--- src/include/pfs_pkg.sv ---
// package: register map, field positions and mode codes of the pin function selector
package pfs_pkg;
   // register indexes (no offsets printed, chosen locally)
   localparam logic [3:0] PORT_C_SEL_ADDR = 4'h0;
   localparam logic [3:0] PORT_E_SEL_ADDR = 4'h2;
   localparam logic [3:0] PIN_STATE_ADDR = 4'h4;
   // field positions
   localparam int PC_MODE_LSB = 4;
   localparam int PC_MODE_MSB = 11;
   localparam int PE15_LSB = 14;
   localparam int PE14_LSB = 12;
   localparam int PE13_LSB = 10;
   localparam int PE12_LSB = 8;
   // reset values
   localparam logic [15:0] PORT_C_SEL_RESET = 16'h0000;
   localparam logic [15:0] PORT_E_SEL_RESET = 16'h0000;
   // writable bits
   localparam logic [15:0] PORT_C_SEL_MASK = 16'h0FF0;
   localparam logic [15:0] PORT_E_SEL_MASK = 16'hFF00;
   // two-bit mode codes
   localparam logic [1:0] MODE_PORT = 2'h0;
   localparam logic [1:0] MODE_ALT1 = 2'h1;
   localparam logic [1:0] MODE_ALT2 = 2'h2;
   localparam logic [1:0] MODE_ALT3 = 2'h3;
endpackage

--- src/rtl/pfs_pin_function_select.sv ---
// pin function selection for port C address pins and port E pins 15..12
// Operation
// - port C bits 11..4: 0 selects port I/O, 1 selects address output same index
// - port E bits 15:14: port, timer io d, dma ack 1, interrupt request out
// - port E bits 13:12: port, timer io c, dma ack 0; code 11 prohibited
// - port E bits 11:10: port, timer io b, manual reset input; code 11 prohibited
// - port E bits 9:8: port, timer io a, serial 3 transmit; code 10 prohibited
// - debug mode pin high forces pin 12 to test clock input
module pfs_pin_function_select (
   input wire logic clk,
   input wire logic sys_rst,
   input wire logic [3:0] regAddr,
   input wire logic [15:0] regWrData,
   input wire logic regWrite,
   input wire logic regRead,
   output logic [15:0] regRdData,
   input wire logic debugModePin,
   // port C pins 11..4
   input wire logic [7:0] portCOut,
   input wire logic [7:0] portCOe,
   input wire logic [7:0] busAddr,
   input wire logic [7:0] portCPinIn,
   output logic [7:0] portCPinOut,
   output logic [7:0] portCPinOe,
   output logic [7:0] portCIn,
   // port E pins 15..12, index 3 = pin 15
   input wire logic [3:0] portEOut,
   input wire logic [3:0] portEOe,
   input wire logic [3:0] timerCh4Out,
   input wire logic [3:0] timerCh4Oe,
   input wire logic dmaAck1,
   input wire logic dmaAck0,
   input wire logic interruptRequestOut,
   input wire logic serial3TransmitOut,
   input wire logic [3:0] portEPinIn,
   output logic [3:0] portEPinOut,
   output logic [3:0] portEPinOe,
   output logic [3:0] portEIn,
   output logic [3:0] timerCh4In,
   output logic manualResetIn,
   output logic testClockIn
);
   typedef struct packed {
      logic [15:0] pcSel;
      logic [15:0] peSel;
      logic [15:0] rdData;
      logic [7:0] pcMeta;
      logic [7:0] pcSync;
      logic [3:0] peMeta;
      logic [3:0] peSync;
      logic dbgMeta;
      logic dbgSync;
      logic [7:0] pcPinOut;
      logic [7:0] pcPinOe;
      logic [7:0] pcIn;
      logic [3:0] pePinOut;
      logic [3:0] pePinOe;
      logic [3:0] peIn;
      logic [3:0] tmrIn;
      logic mresIn;
      logic tckIn;
   } pfs_state_s;

   pfs_state_s state;
   pfs_state_s next_state;

   // next state: register writes, synchronisers and pin routing
   always_comb begin
      logic [7:0] pcMode;
      logic [1:0] m15;
      logic [1:0] m14;
      logic [1:0] m13;
      logic [1:0] m12;
      pcMode = '0;
      m15 = '0;
      m14 = '0;
      m13 = '0;
      m12 = '0;
      next_state = state;
      // register writes, reserved bits held at zero
      if (regWrite && regAddr == pfs_pkg::PORT_C_SEL_ADDR) begin
         next_state.pcSel = regWrData & pfs_pkg::PORT_C_SEL_MASK;
      end
      if (regWrite && regAddr == pfs_pkg::PORT_E_SEL_ADDR) begin
         next_state.peSel = regWrData & pfs_pkg::PORT_E_SEL_MASK;
      end
      // read data valid one cycle after the strobe only
      next_state.rdData = 16'h0000;
      if (regRead) begin
         unique case (regAddr)
            pfs_pkg::PORT_C_SEL_ADDR: next_state.rdData = state.pcSel;
            pfs_pkg::PORT_E_SEL_ADDR: next_state.rdData = state.peSel;
            pfs_pkg::PIN_STATE_ADDR: next_state.rdData = {state.dbgSync, 3'h0, state.peSync, state.pcSync};
            default: next_state.rdData = 16'h0000;
         endcase
      end
      // two-flop synchronisers for pin inputs
      next_state.pcMeta = portCPinIn;
      next_state.pcSync = state.pcMeta;
      next_state.peMeta = portEPinIn;
      next_state.peSync = state.peMeta;
      next_state.dbgMeta = debugModePin;
      next_state.dbgSync = state.dbgMeta;
      // port C routing
      pcMode = state.pcSel[pfs_pkg::PC_MODE_MSB:pfs_pkg::PC_MODE_LSB];
      for (int i = 0; i < 8; i++) begin
         if (pcMode[i]) begin
            next_state.pcPinOut[i] = busAddr[i];
            next_state.pcPinOe[i] = 1'b1;
         end else begin
            next_state.pcPinOut[i] = portCOut[i];
            next_state.pcPinOe[i] = portCOe[i];
         end
      end
      next_state.pcIn = state.pcSync & ~pcMode;
      m15 = state.peSel[pfs_pkg::PE15_LSB +: 2];
      m14 = state.peSel[pfs_pkg::PE14_LSB +: 2];
      m13 = state.peSel[pfs_pkg::PE13_LSB +: 2];
      m12 = state.peSel[pfs_pkg::PE12_LSB +: 2];
      next_state.pePinOut = 4'h0;
      next_state.pePinOe = 4'h0;
      next_state.peIn = 4'h0;
      next_state.tmrIn = 4'h0;
      next_state.mresIn = 1'b1;
      next_state.tckIn = 1'b0;
      // pin 15
      unique case (m15)
         pfs_pkg::MODE_PORT: begin
            next_state.pePinOut[3] = portEOut[3];
            next_state.pePinOe[3] = portEOe[3];
            next_state.peIn[3] = state.peSync[3];
         end
         pfs_pkg::MODE_ALT1: begin
            next_state.pePinOut[3] = timerCh4Out[3];
            next_state.pePinOe[3] = timerCh4Oe[3];
            next_state.tmrIn[3] = state.peSync[3];
         end
         pfs_pkg::MODE_ALT2: begin
            next_state.pePinOut[3] = dmaAck1;
            next_state.pePinOe[3] = 1'b1;
         end
         pfs_pkg::MODE_ALT3: begin
            next_state.pePinOut[3] = interruptRequestOut;
            next_state.pePinOe[3] = 1'b1;
         end
      endcase
      // pin 14, code 11 leaves the pin an undriven input
      unique case (m14)
         pfs_pkg::MODE_PORT: begin
            next_state.pePinOut[2] = portEOut[2];
            next_state.pePinOe[2] = portEOe[2];
            next_state.peIn[2] = state.peSync[2];
         end
         pfs_pkg::MODE_ALT1: begin
            next_state.pePinOut[2] = timerCh4Out[2];
            next_state.pePinOe[2] = timerCh4Oe[2];
            next_state.tmrIn[2] = state.peSync[2];
         end
         pfs_pkg::MODE_ALT2: begin
            next_state.pePinOut[2] = dmaAck0;
            next_state.pePinOe[2] = 1'b1;
         end
         pfs_pkg::MODE_ALT3: next_state.pePinOe[2] = 1'b0;
      endcase
      // pin 13
      unique case (m13)
         pfs_pkg::MODE_PORT: begin
            next_state.pePinOut[1] = portEOut[1];
            next_state.pePinOe[1] = portEOe[1];
            next_state.peIn[1] = state.peSync[1];
         end
         pfs_pkg::MODE_ALT1: begin
            next_state.pePinOut[1] = timerCh4Out[1];
            next_state.pePinOe[1] = timerCh4Oe[1];
            next_state.tmrIn[1] = state.peSync[1];
         end
         pfs_pkg::MODE_ALT2: next_state.mresIn = state.peSync[1];
         pfs_pkg::MODE_ALT3: next_state.pePinOe[1] = 1'b0;
      endcase
      // pin 12, debug mode overrides the field
      if (state.dbgSync) begin
         next_state.tckIn = state.peSync[0];
      end else begin
         unique case (m12)
            pfs_pkg::MODE_PORT: begin
               next_state.pePinOut[0] = portEOut[0];
               next_state.pePinOe[0] = portEOe[0];
               next_state.peIn[0] = state.peSync[0];
            end
            pfs_pkg::MODE_ALT1: begin
               next_state.pePinOut[0] = timerCh4Out[0];
               next_state.pePinOe[0] = timerCh4Oe[0];
               next_state.tmrIn[0] = state.peSync[0];
            end
            pfs_pkg::MODE_ALT2: next_state.pePinOe[0] = 1'b0;
            pfs_pkg::MODE_ALT3: begin
               next_state.pePinOut[0] = serial3TransmitOut;
               next_state.pePinOe[0] = 1'b1;
            end
         endcase
      end
   end

   // state register with synchronous reset
   always_ff @(posedge clk) begin
      if (sys_rst) begin
         state <= '0;
         state.pcSel <= pfs_pkg::PORT_C_SEL_RESET;
         state.peSel <= pfs_pkg::PORT_E_SEL_RESET;
         state.mresIn <= 1'b1;
      end else begin
         state <= next_state;
      end
   end

   // outputs straight from flip-flops
   assign regRdData = state.rdData;
   assign portCPinOut = state.pcPinOut;
   assign portCPinOe = state.pcPinOe;
   assign portCIn = state.pcIn;
   assign portEPinOut = state.pePinOut;
   assign portEPinOe = state.pePinOe;
   assign portEIn = state.peIn;
   assign timerCh4In = state.tmrIn;
   assign manualResetIn = state.mresIn;
   assign testClockIn = state.tckIn;
endmodule

--- config.mk ---
export PLATFORM = sky130hd
export DESIGN_NAME = pfs_pin_function_select
export DESIGN_NICKNAME = d
export VERILOG_FILES = /design/src/include/pfs_pkg.sv /design/src/rtl/pfs_pin_function_select.sv
export SDC_FILE = /design/constraint.sdc
export NUM_CORES = 1
export LEC_CHECK = 0
export BUFFER_PORTS_ARGS = -buffer_cell sky130_fd_sc_hd__buf_4
export CAP_MARGIN = 40
export CORE_UTILIZATION = 44
export CTS_CLUSTER_SIZE = 8
export DETAILED_ROUTE_END_ITERATION = 10
export PLACE_DENSITY_LB_ADDON = 0.15
export SETUP_SLACK_MARGIN = 0.3
export SYNTH_ARGS = -nofsm -noshare
export SYNTH_HDL_FRONTEND = slang
export SYNTH_SLANG_ARGS = --single-unit
--- constraint.sdc ---
create_clock -name clk -period 1.22 [get_ports clk]
set_clock_uncertainty 0.2 [all_clocks]
set_input_delay 0.244 -clock clk [delete_from_list [all_inputs] [get_ports clk]]
set_output_delay 0.244 -clock clk [all_outputs]
set_load 0.02 [all_outputs]
# Yosys cells after proc, flatten, opt, wreduce, memory -nomap -nowiden
# Cells that the tools add are included.
[classes]
bitwise = 13
n_mux = 25
eq_ne = 13
n_reduce_logical = 20
[op_table]
columns = ["cell", "count"]
rows = [
  ["one-hot mux 16 bit (3 select lines)", 1],
  ["OR reduction 2 bit", 11],
  ["2-to-1 mux 1 bit", 16],
  ["== test 2 bit (second input constant)", 7],
  ["one-hot mux 1 bit (4 select lines)", 3],
  ["inverter 1 bit", 11],
  ["one-hot mux 1 bit (3 select lines)", 3],
  ["AND 8 bit", 1],
  ["== test 2 x 1 -> 1 bit (second input constant)", 4],
  ["zero test 2 bit", 4],
  ["inverter 8 bit", 1],
  ["OR reduction 3 bit", 2],
  ["== test 4 x 2 -> 1 bit (second input constant)", 1],
  ["== test 4 x 3 -> 1 bit (second input constant)", 1],
  ["zero test 4 bit", 1],
  ["one-hot mux 1 bit (2 select lines)", 2],
  ["logical AND 1 bit", 2],
]
[totals]
out_inout_bits = 58
in_bits = 81
regBits = 100
elab_cells = 97

# Depth between registers and ports, before layout
[depth]
word_depth = 3
depth_mapped = 5
ltp_nobuf = 3

# Least setup slack after synthesis
# No wires, ideal clock.
[synth_timing]
path_type = "register -> register"
from = "reg state[98] (netlist bit)"
to = "reg state (netlist bit portEPinOut[3])"
setup_slack_ps = -129
setup_ps = 128
stages_incl_launch_ff = 3
t_required_ps = 892
synth_period_minus_slack_ps = 1349
t_arrival_ps = 1021
path_buffers = 0
path_cell_list = "dfxtp_1 mux4_2 nor2b_1"
[synth_via]
elab_chain_len = 2
elab_cells_between_ends = 5
cone_classes = "3 x eq/ne; 1 x mux; 1 x reduce/logical"
[synth_lines]
columns = ["item", "line_no", "rtl"]
rows = [
  ["from (decl)", "pfs_pin_function_select.sv:64", "pfs_state_s state;"],
  ["from (signal assigned)", "pfs_pin_function_select.sv:212", "state <= next_state;"],
  ["== test 2 bit (tied with other cells)", "pfs_pin_function_select.sv:127", "unique case (m15)"],
  ["one-hot mux 1 bit (4 select lines) (*)", "pfs_pin_function_select.sv:127", ""],
]
# Mark *: on every way between the ends. The rest lies on a longest branch, timed or not.
# A chain may end at the register's enable or synchronous reset.

# Final worst setup path
# Ends and elaborated chain as after synthesis.

==> run_results.csv <==
group,metric,value,unit
sta,whs,-0.115,ns
clocking,clk_latency_worst_skew_pair,0.36,ns
synthesis,ys_ff_latch,100,
synthesis,synth_xor_xnor_area_share,0,
critical_path,critical_path_peak_fanout,3,
sta,fin_setup_tns,-1.73,ns
synthesis,synth-compound-area-share,0.0242,
synthesis,ys_warn_count,0,
critical_path,ff2ff_path_depth,2,
critical_path,r2r_start,"state[98]",
critical_path,critPathCaptureType,"flop",
critical_path,cp_slowest_stage_delay,0.47,ns
clocking,clk_pin_slew,0.10,ns
synthesis,yosysSeqAreaShare,0.529,
placement,routabilityCongestion,0.804,
synthesis,syn-num-nets,439,
sta,rsz0062_at_grt,"true",
clocking,tritoncts_clock_tree,"built",
detailed_routing,final_antenna_net_count,0,
cells_and_area,layout-area-overhead-vs-synth,50.8,%
clocking,master_cell_of_the_clock_root_buffer,"sky130_fd_sc_hd__clkbuf_8",
run,maxCapViolCount,0,
die,initial_core_util,0.458,
critical_path,worstPathCellList,"mux4_2, nor2b_1",
die,die_h,94.7,um
synthesis,yosys_most_used_dff,"sky130_fd_sc_hd__dfxtp_1",
sta,max_clock_freq,782,MHz
synthesis,synth.cell_area,0.00378,mm2
die,std_cell_rows,33,
clocking,cts_inserted_buffers,9,
cells_and_area,design.final.nets,549,
outcome,status,"finished with violations",
min_path,min_path_type,"input pin to flop",
detailed_routing,avgViaCountPerCell,4.76,
synthesis,post_synthesis_async_set_or_reset_flop_share,0,
sta,worst_slew_pin_slew,0.429,ns
outcome,violations_in_the_final_reports,"negative hold slack, negative setup slack",
die,ioPinCount,139,
sta,report.final.setup_viol,61,
min_path,worst_hold_path_cell_count,2,
sta,fin_crit,1.28,ns
global_route,grtUsageTotal,0.192,
global_route,maximum_number_of_pins_on_one_net_before_global_route_repair,52,
min_path,hp_start,"portCPinIn[1]",
sta,final.setup.worst_slack,-0.0583,ns
detailed_routing,vias,2750,
placement,dp_hpwl,5770,um
global_route,first_pass_grt_wire_length,12900,um
clocking,clock_sinks,100,
sta,hold_viol_final,50,
sta,layout_worst_path_cycle_share,1.05,
critical_path,regToRegSetupSlack,-0.06,ns
cells_and_area,final_layout_size_suffix_gt1_frac,0.658,
pwr,power.leakage,2.41,nW
global_route,number_of_global_route_vias_before_repair,2613,
die,dieArea,0.00897,mm2
synthesis,postSynthAreaPerCell,10.6,um2
synthesis,post_synth_num_cell_types,31,
pwr,power.density,1140,mW/mm2
critical_path,critical_path.slowest_cell,"sky130_fd_sc_hd__mux4_2",
detailed_routing,detailedRoute.firstIterationViolations,60,
critical_path,startpoint_type,"flop",
min_path,hold_path_end,"next_state[53]",
sta,timing.max_slew.rel_slack,0.712,
synthesis,synth_cells,358,
die,dieWidth,94.7,um
critical_path,rr_endpoint,"portEPinOut[3]",
placement,placement.io_buffers,134,
die,core-area,0.00826,mm2
critical_path,timing.setup.critical_path_class,"flop to flop",
critical_path,critPathArrivalTime,1.33,ns
synthesis,synth.mux.area_fraction,0.103,
global_route,antenna_found_initial,0,
detailed_routing,postRouteWirelength,8620,um
detailed_routing,drt_pass1_iterations,4,
synthesis,post_synthesis_adder_cell_area_fraction,0,
sta,timing.final.max_slew_violations,0,
detailed_routing,drt_drc_violations_left,0,
pwr,peakVddDrop,0.682,mV
clocking,h_tree_levels,3,
cells_and_area,n_antenna_cell,0,
synthesis,combinational_family_with_the_most_area_after_synthesis,"simple AND/OR/NAND/NOR gates",
synthesis,synth_edf_count,0,
synthesis,area_fraction_in_and_or_nand_and_nor_cells_after_synthesis,0.213,
detailed_routing,avgRoutedWirePerCell,14.9,um
critical_path,critPathRequiredTime,1.27,ns
global_route,globalRoute.totalOverflow,0,
pwr,p_total,6.48,mW
clocking,cts.path.max_buffers,2,
-- cells by family after synthesis --
family                 count (synthesis)
DFF                                  100
and+or+nand+nor                      139
muxes                                 37
buffers and inverters                 70
AOI/OAI and AO/OA                     12
-- layout make-up --
class	instances	area, um2
fill	624	2560
sequential	100	2130
timing repair buffer	169	1610
multi-input combinational	188	1600
clock buffer	11	163
tap	105	131
clock inverter	5	63.8
-- state kept, by name, indices dropped and copies added, names as in the netlist --
signal / cells
state: 29
regRdData: 16
next_state: 13
portCIn: 8
portCPinOe: 8
portCPinOut: 8
portEIn: 4
portEPinOe: 4
portEPinOut: 4
timerCh4In: 4
manualResetIn: 1
testClockIn: 1
-- layout by cell type, fill, tap and decap left out, types with 2 or more instances in the layout --
cell	n
sky130_fd_sc_hd__nor4bb_4	2
sky130_fd_sc_hd__mux2_4	5
sky130_fd_sc_hd__and2_1	4
sky130_fd_sc_hd__dfxtp_2	64
sky130_fd_sc_hd__nand2_2	3
sky130_fd_sc_hd__buf_4	89
sky130_fd_sc_hd__a22oi_2	3
sky130_fd_sc_hd__nand2b_1	26
sky130_fd_sc_hd__mux2i_1	31
sky130_fd_sc_hd__nor2_4	7
sky130_fd_sc_hd__dfxtp_1	23
sky130_fd_sc_hd__and3_4	2
sky130_fd_sc_hd__nor2b_1	29
sky130_fd_sc_hd__dfxtp_4	13
sky130_fd_sc_hd__a211oi_2	2
sky130_fd_sc_hd__and3_1	2
sky130_fd_sc_hd__nor3b_2	6
sky130_fd_sc_hd__a32oi_2	3
sky130_fd_sc_hd__nor4b_4	3
sky130_fd_sc_hd__nor3_2	2
sky130_fd_sc_hd__clkbuf_8	10
sky130_fd_sc_hd__nor3_1	4
sky130_fd_sc_hd__nor3b_1	3
sky130_fd_sc_hd__nand2b_4	3
sky130_fd_sc_hd__nor2_1	33
sky130_fd_sc_hd__inv_6	2
sky130_fd_sc_hd__buf_12	5
sky130_fd_sc_hd__buf_6	75
-- per-layer routing --
layer	wire, um	GRT usage	up-vias
li1	-	-	1344
met1	3840	0.238	1309
met2	4190	0.320	86
met3	495	0.0467	11
met4	91	0.0770	0
met5	0	0	-
-- synthesized netlist by cell type (2+ instances only) --
cell type / instances / area share
sky130_fd_sc_hd__nand2_1: 4 / 0.0040
sky130_fd_sc_hd__buf_2: 5 / 0.0066
sky130_fd_sc_hd__buf_4: 56 / 0.11
sky130_fd_sc_hd__nor3_1: 6 / 0.0079
sky130_fd_sc_hd__buf_6: 2 / 0.0060
sky130_fd_sc_hd__nor4bb_1: 3 / 0.0079
sky130_fd_sc_hd__nor2b_1: 29 / 0.048
sky130_fd_sc_hd__a211oi_1: 3 / 0.0060
sky130_fd_sc_hd__dfxtp_1: 100 / 0.53
sky130_fd_sc_hd__a22oi_1: 3 / 0.0060
sky130_fd_sc_hd__nor3b_1: 9 / 0.018
sky130_fd_sc_hd__a32oi_1: 3 / 0.0070
sky130_fd_sc_hd__mux2_2: 5 / 0.015
sky130_fd_sc_hd__and3_1: 5 / 0.0083
sky130_fd_sc_hd__and2_1: 4 / 0.0066
sky130_fd_sc_hd__mux2i_1: 31 / 0.082
sky130_fd_sc_hd__nor4b_1: 3 / 0.0070
sky130_fd_sc_hd__nor2_1: 40 / 0.040
sky130_fd_sc_hd__clkbuf_1: 7 / 0.0070
sky130_fd_sc_hd__nand2b_1: 29 / 0.048
-- through the flow --
| step | setup WS, ns | hold slack, ns | instances | utilization | instance area, um2 |
|---|---|---|---|---|---|
| floorplan | -0.0454 | 0.160 | 358 | - | 3910 |
| global placement | -0.153 | 0.222 | 553 | 0.572 | 4720 |
| detailed placement | -0.149 | 0.222 | 553 | 0.572 | 4720 |
| CTS | -0.0627 | -0.132 | 574 | 0.669 | 5530 |
| global route | -0.0857 | -0.122 | 578 | 0.690 | 5700 |
| finish | -0.0583 | -0.115 | 578 | 0.690 | 5700 |
-- power breakdown --
part           switching [mW]  total [mW]  internal, mW
Combinational           0.305       0.764         0.458
Sequential             0.0552        3.41          3.35
Clock                    1.16        2.31          1.15
Total                    1.52        6.48          4.96
-- worst max-delay path by stage --
stage	start	end	slack, ns	depth (start not counted)
after floorplan	state[98]	portEPinOut[3]	-0.05	2
after global placement	state[98]	portEPinOe[3]	-0.15	4
after detailed placement	portEOe[3]	portEPinOe[3]	-0.15	5
after CTS	state[98]	portEPinOut[3]	-0.06	2
after global routing	portEPinOut[3]	portEPinOut[3]	-0.09	1
final	state[98]	portEPinOut[3]	-0.06	2
-- repair_timing --
| action | CTS | global route |
|---|---|---|
| pin swaps | 16 | 10 |
| endpoints found under the hold margin | 51 | 47 |
| setup endpoints to repair | 113 | 117 |
| setup buffers | 5 | 4 |
| gates resized for setup | 181 | 32 |
-- worst max-delay path: cells and delay by family, from the launching register on --
family	cells	cell delay, ns
DFF	1	0.37
muxes	1	0.47
and+or+nand+nor	1	0.13
Power figures use the tool's default switching activity.
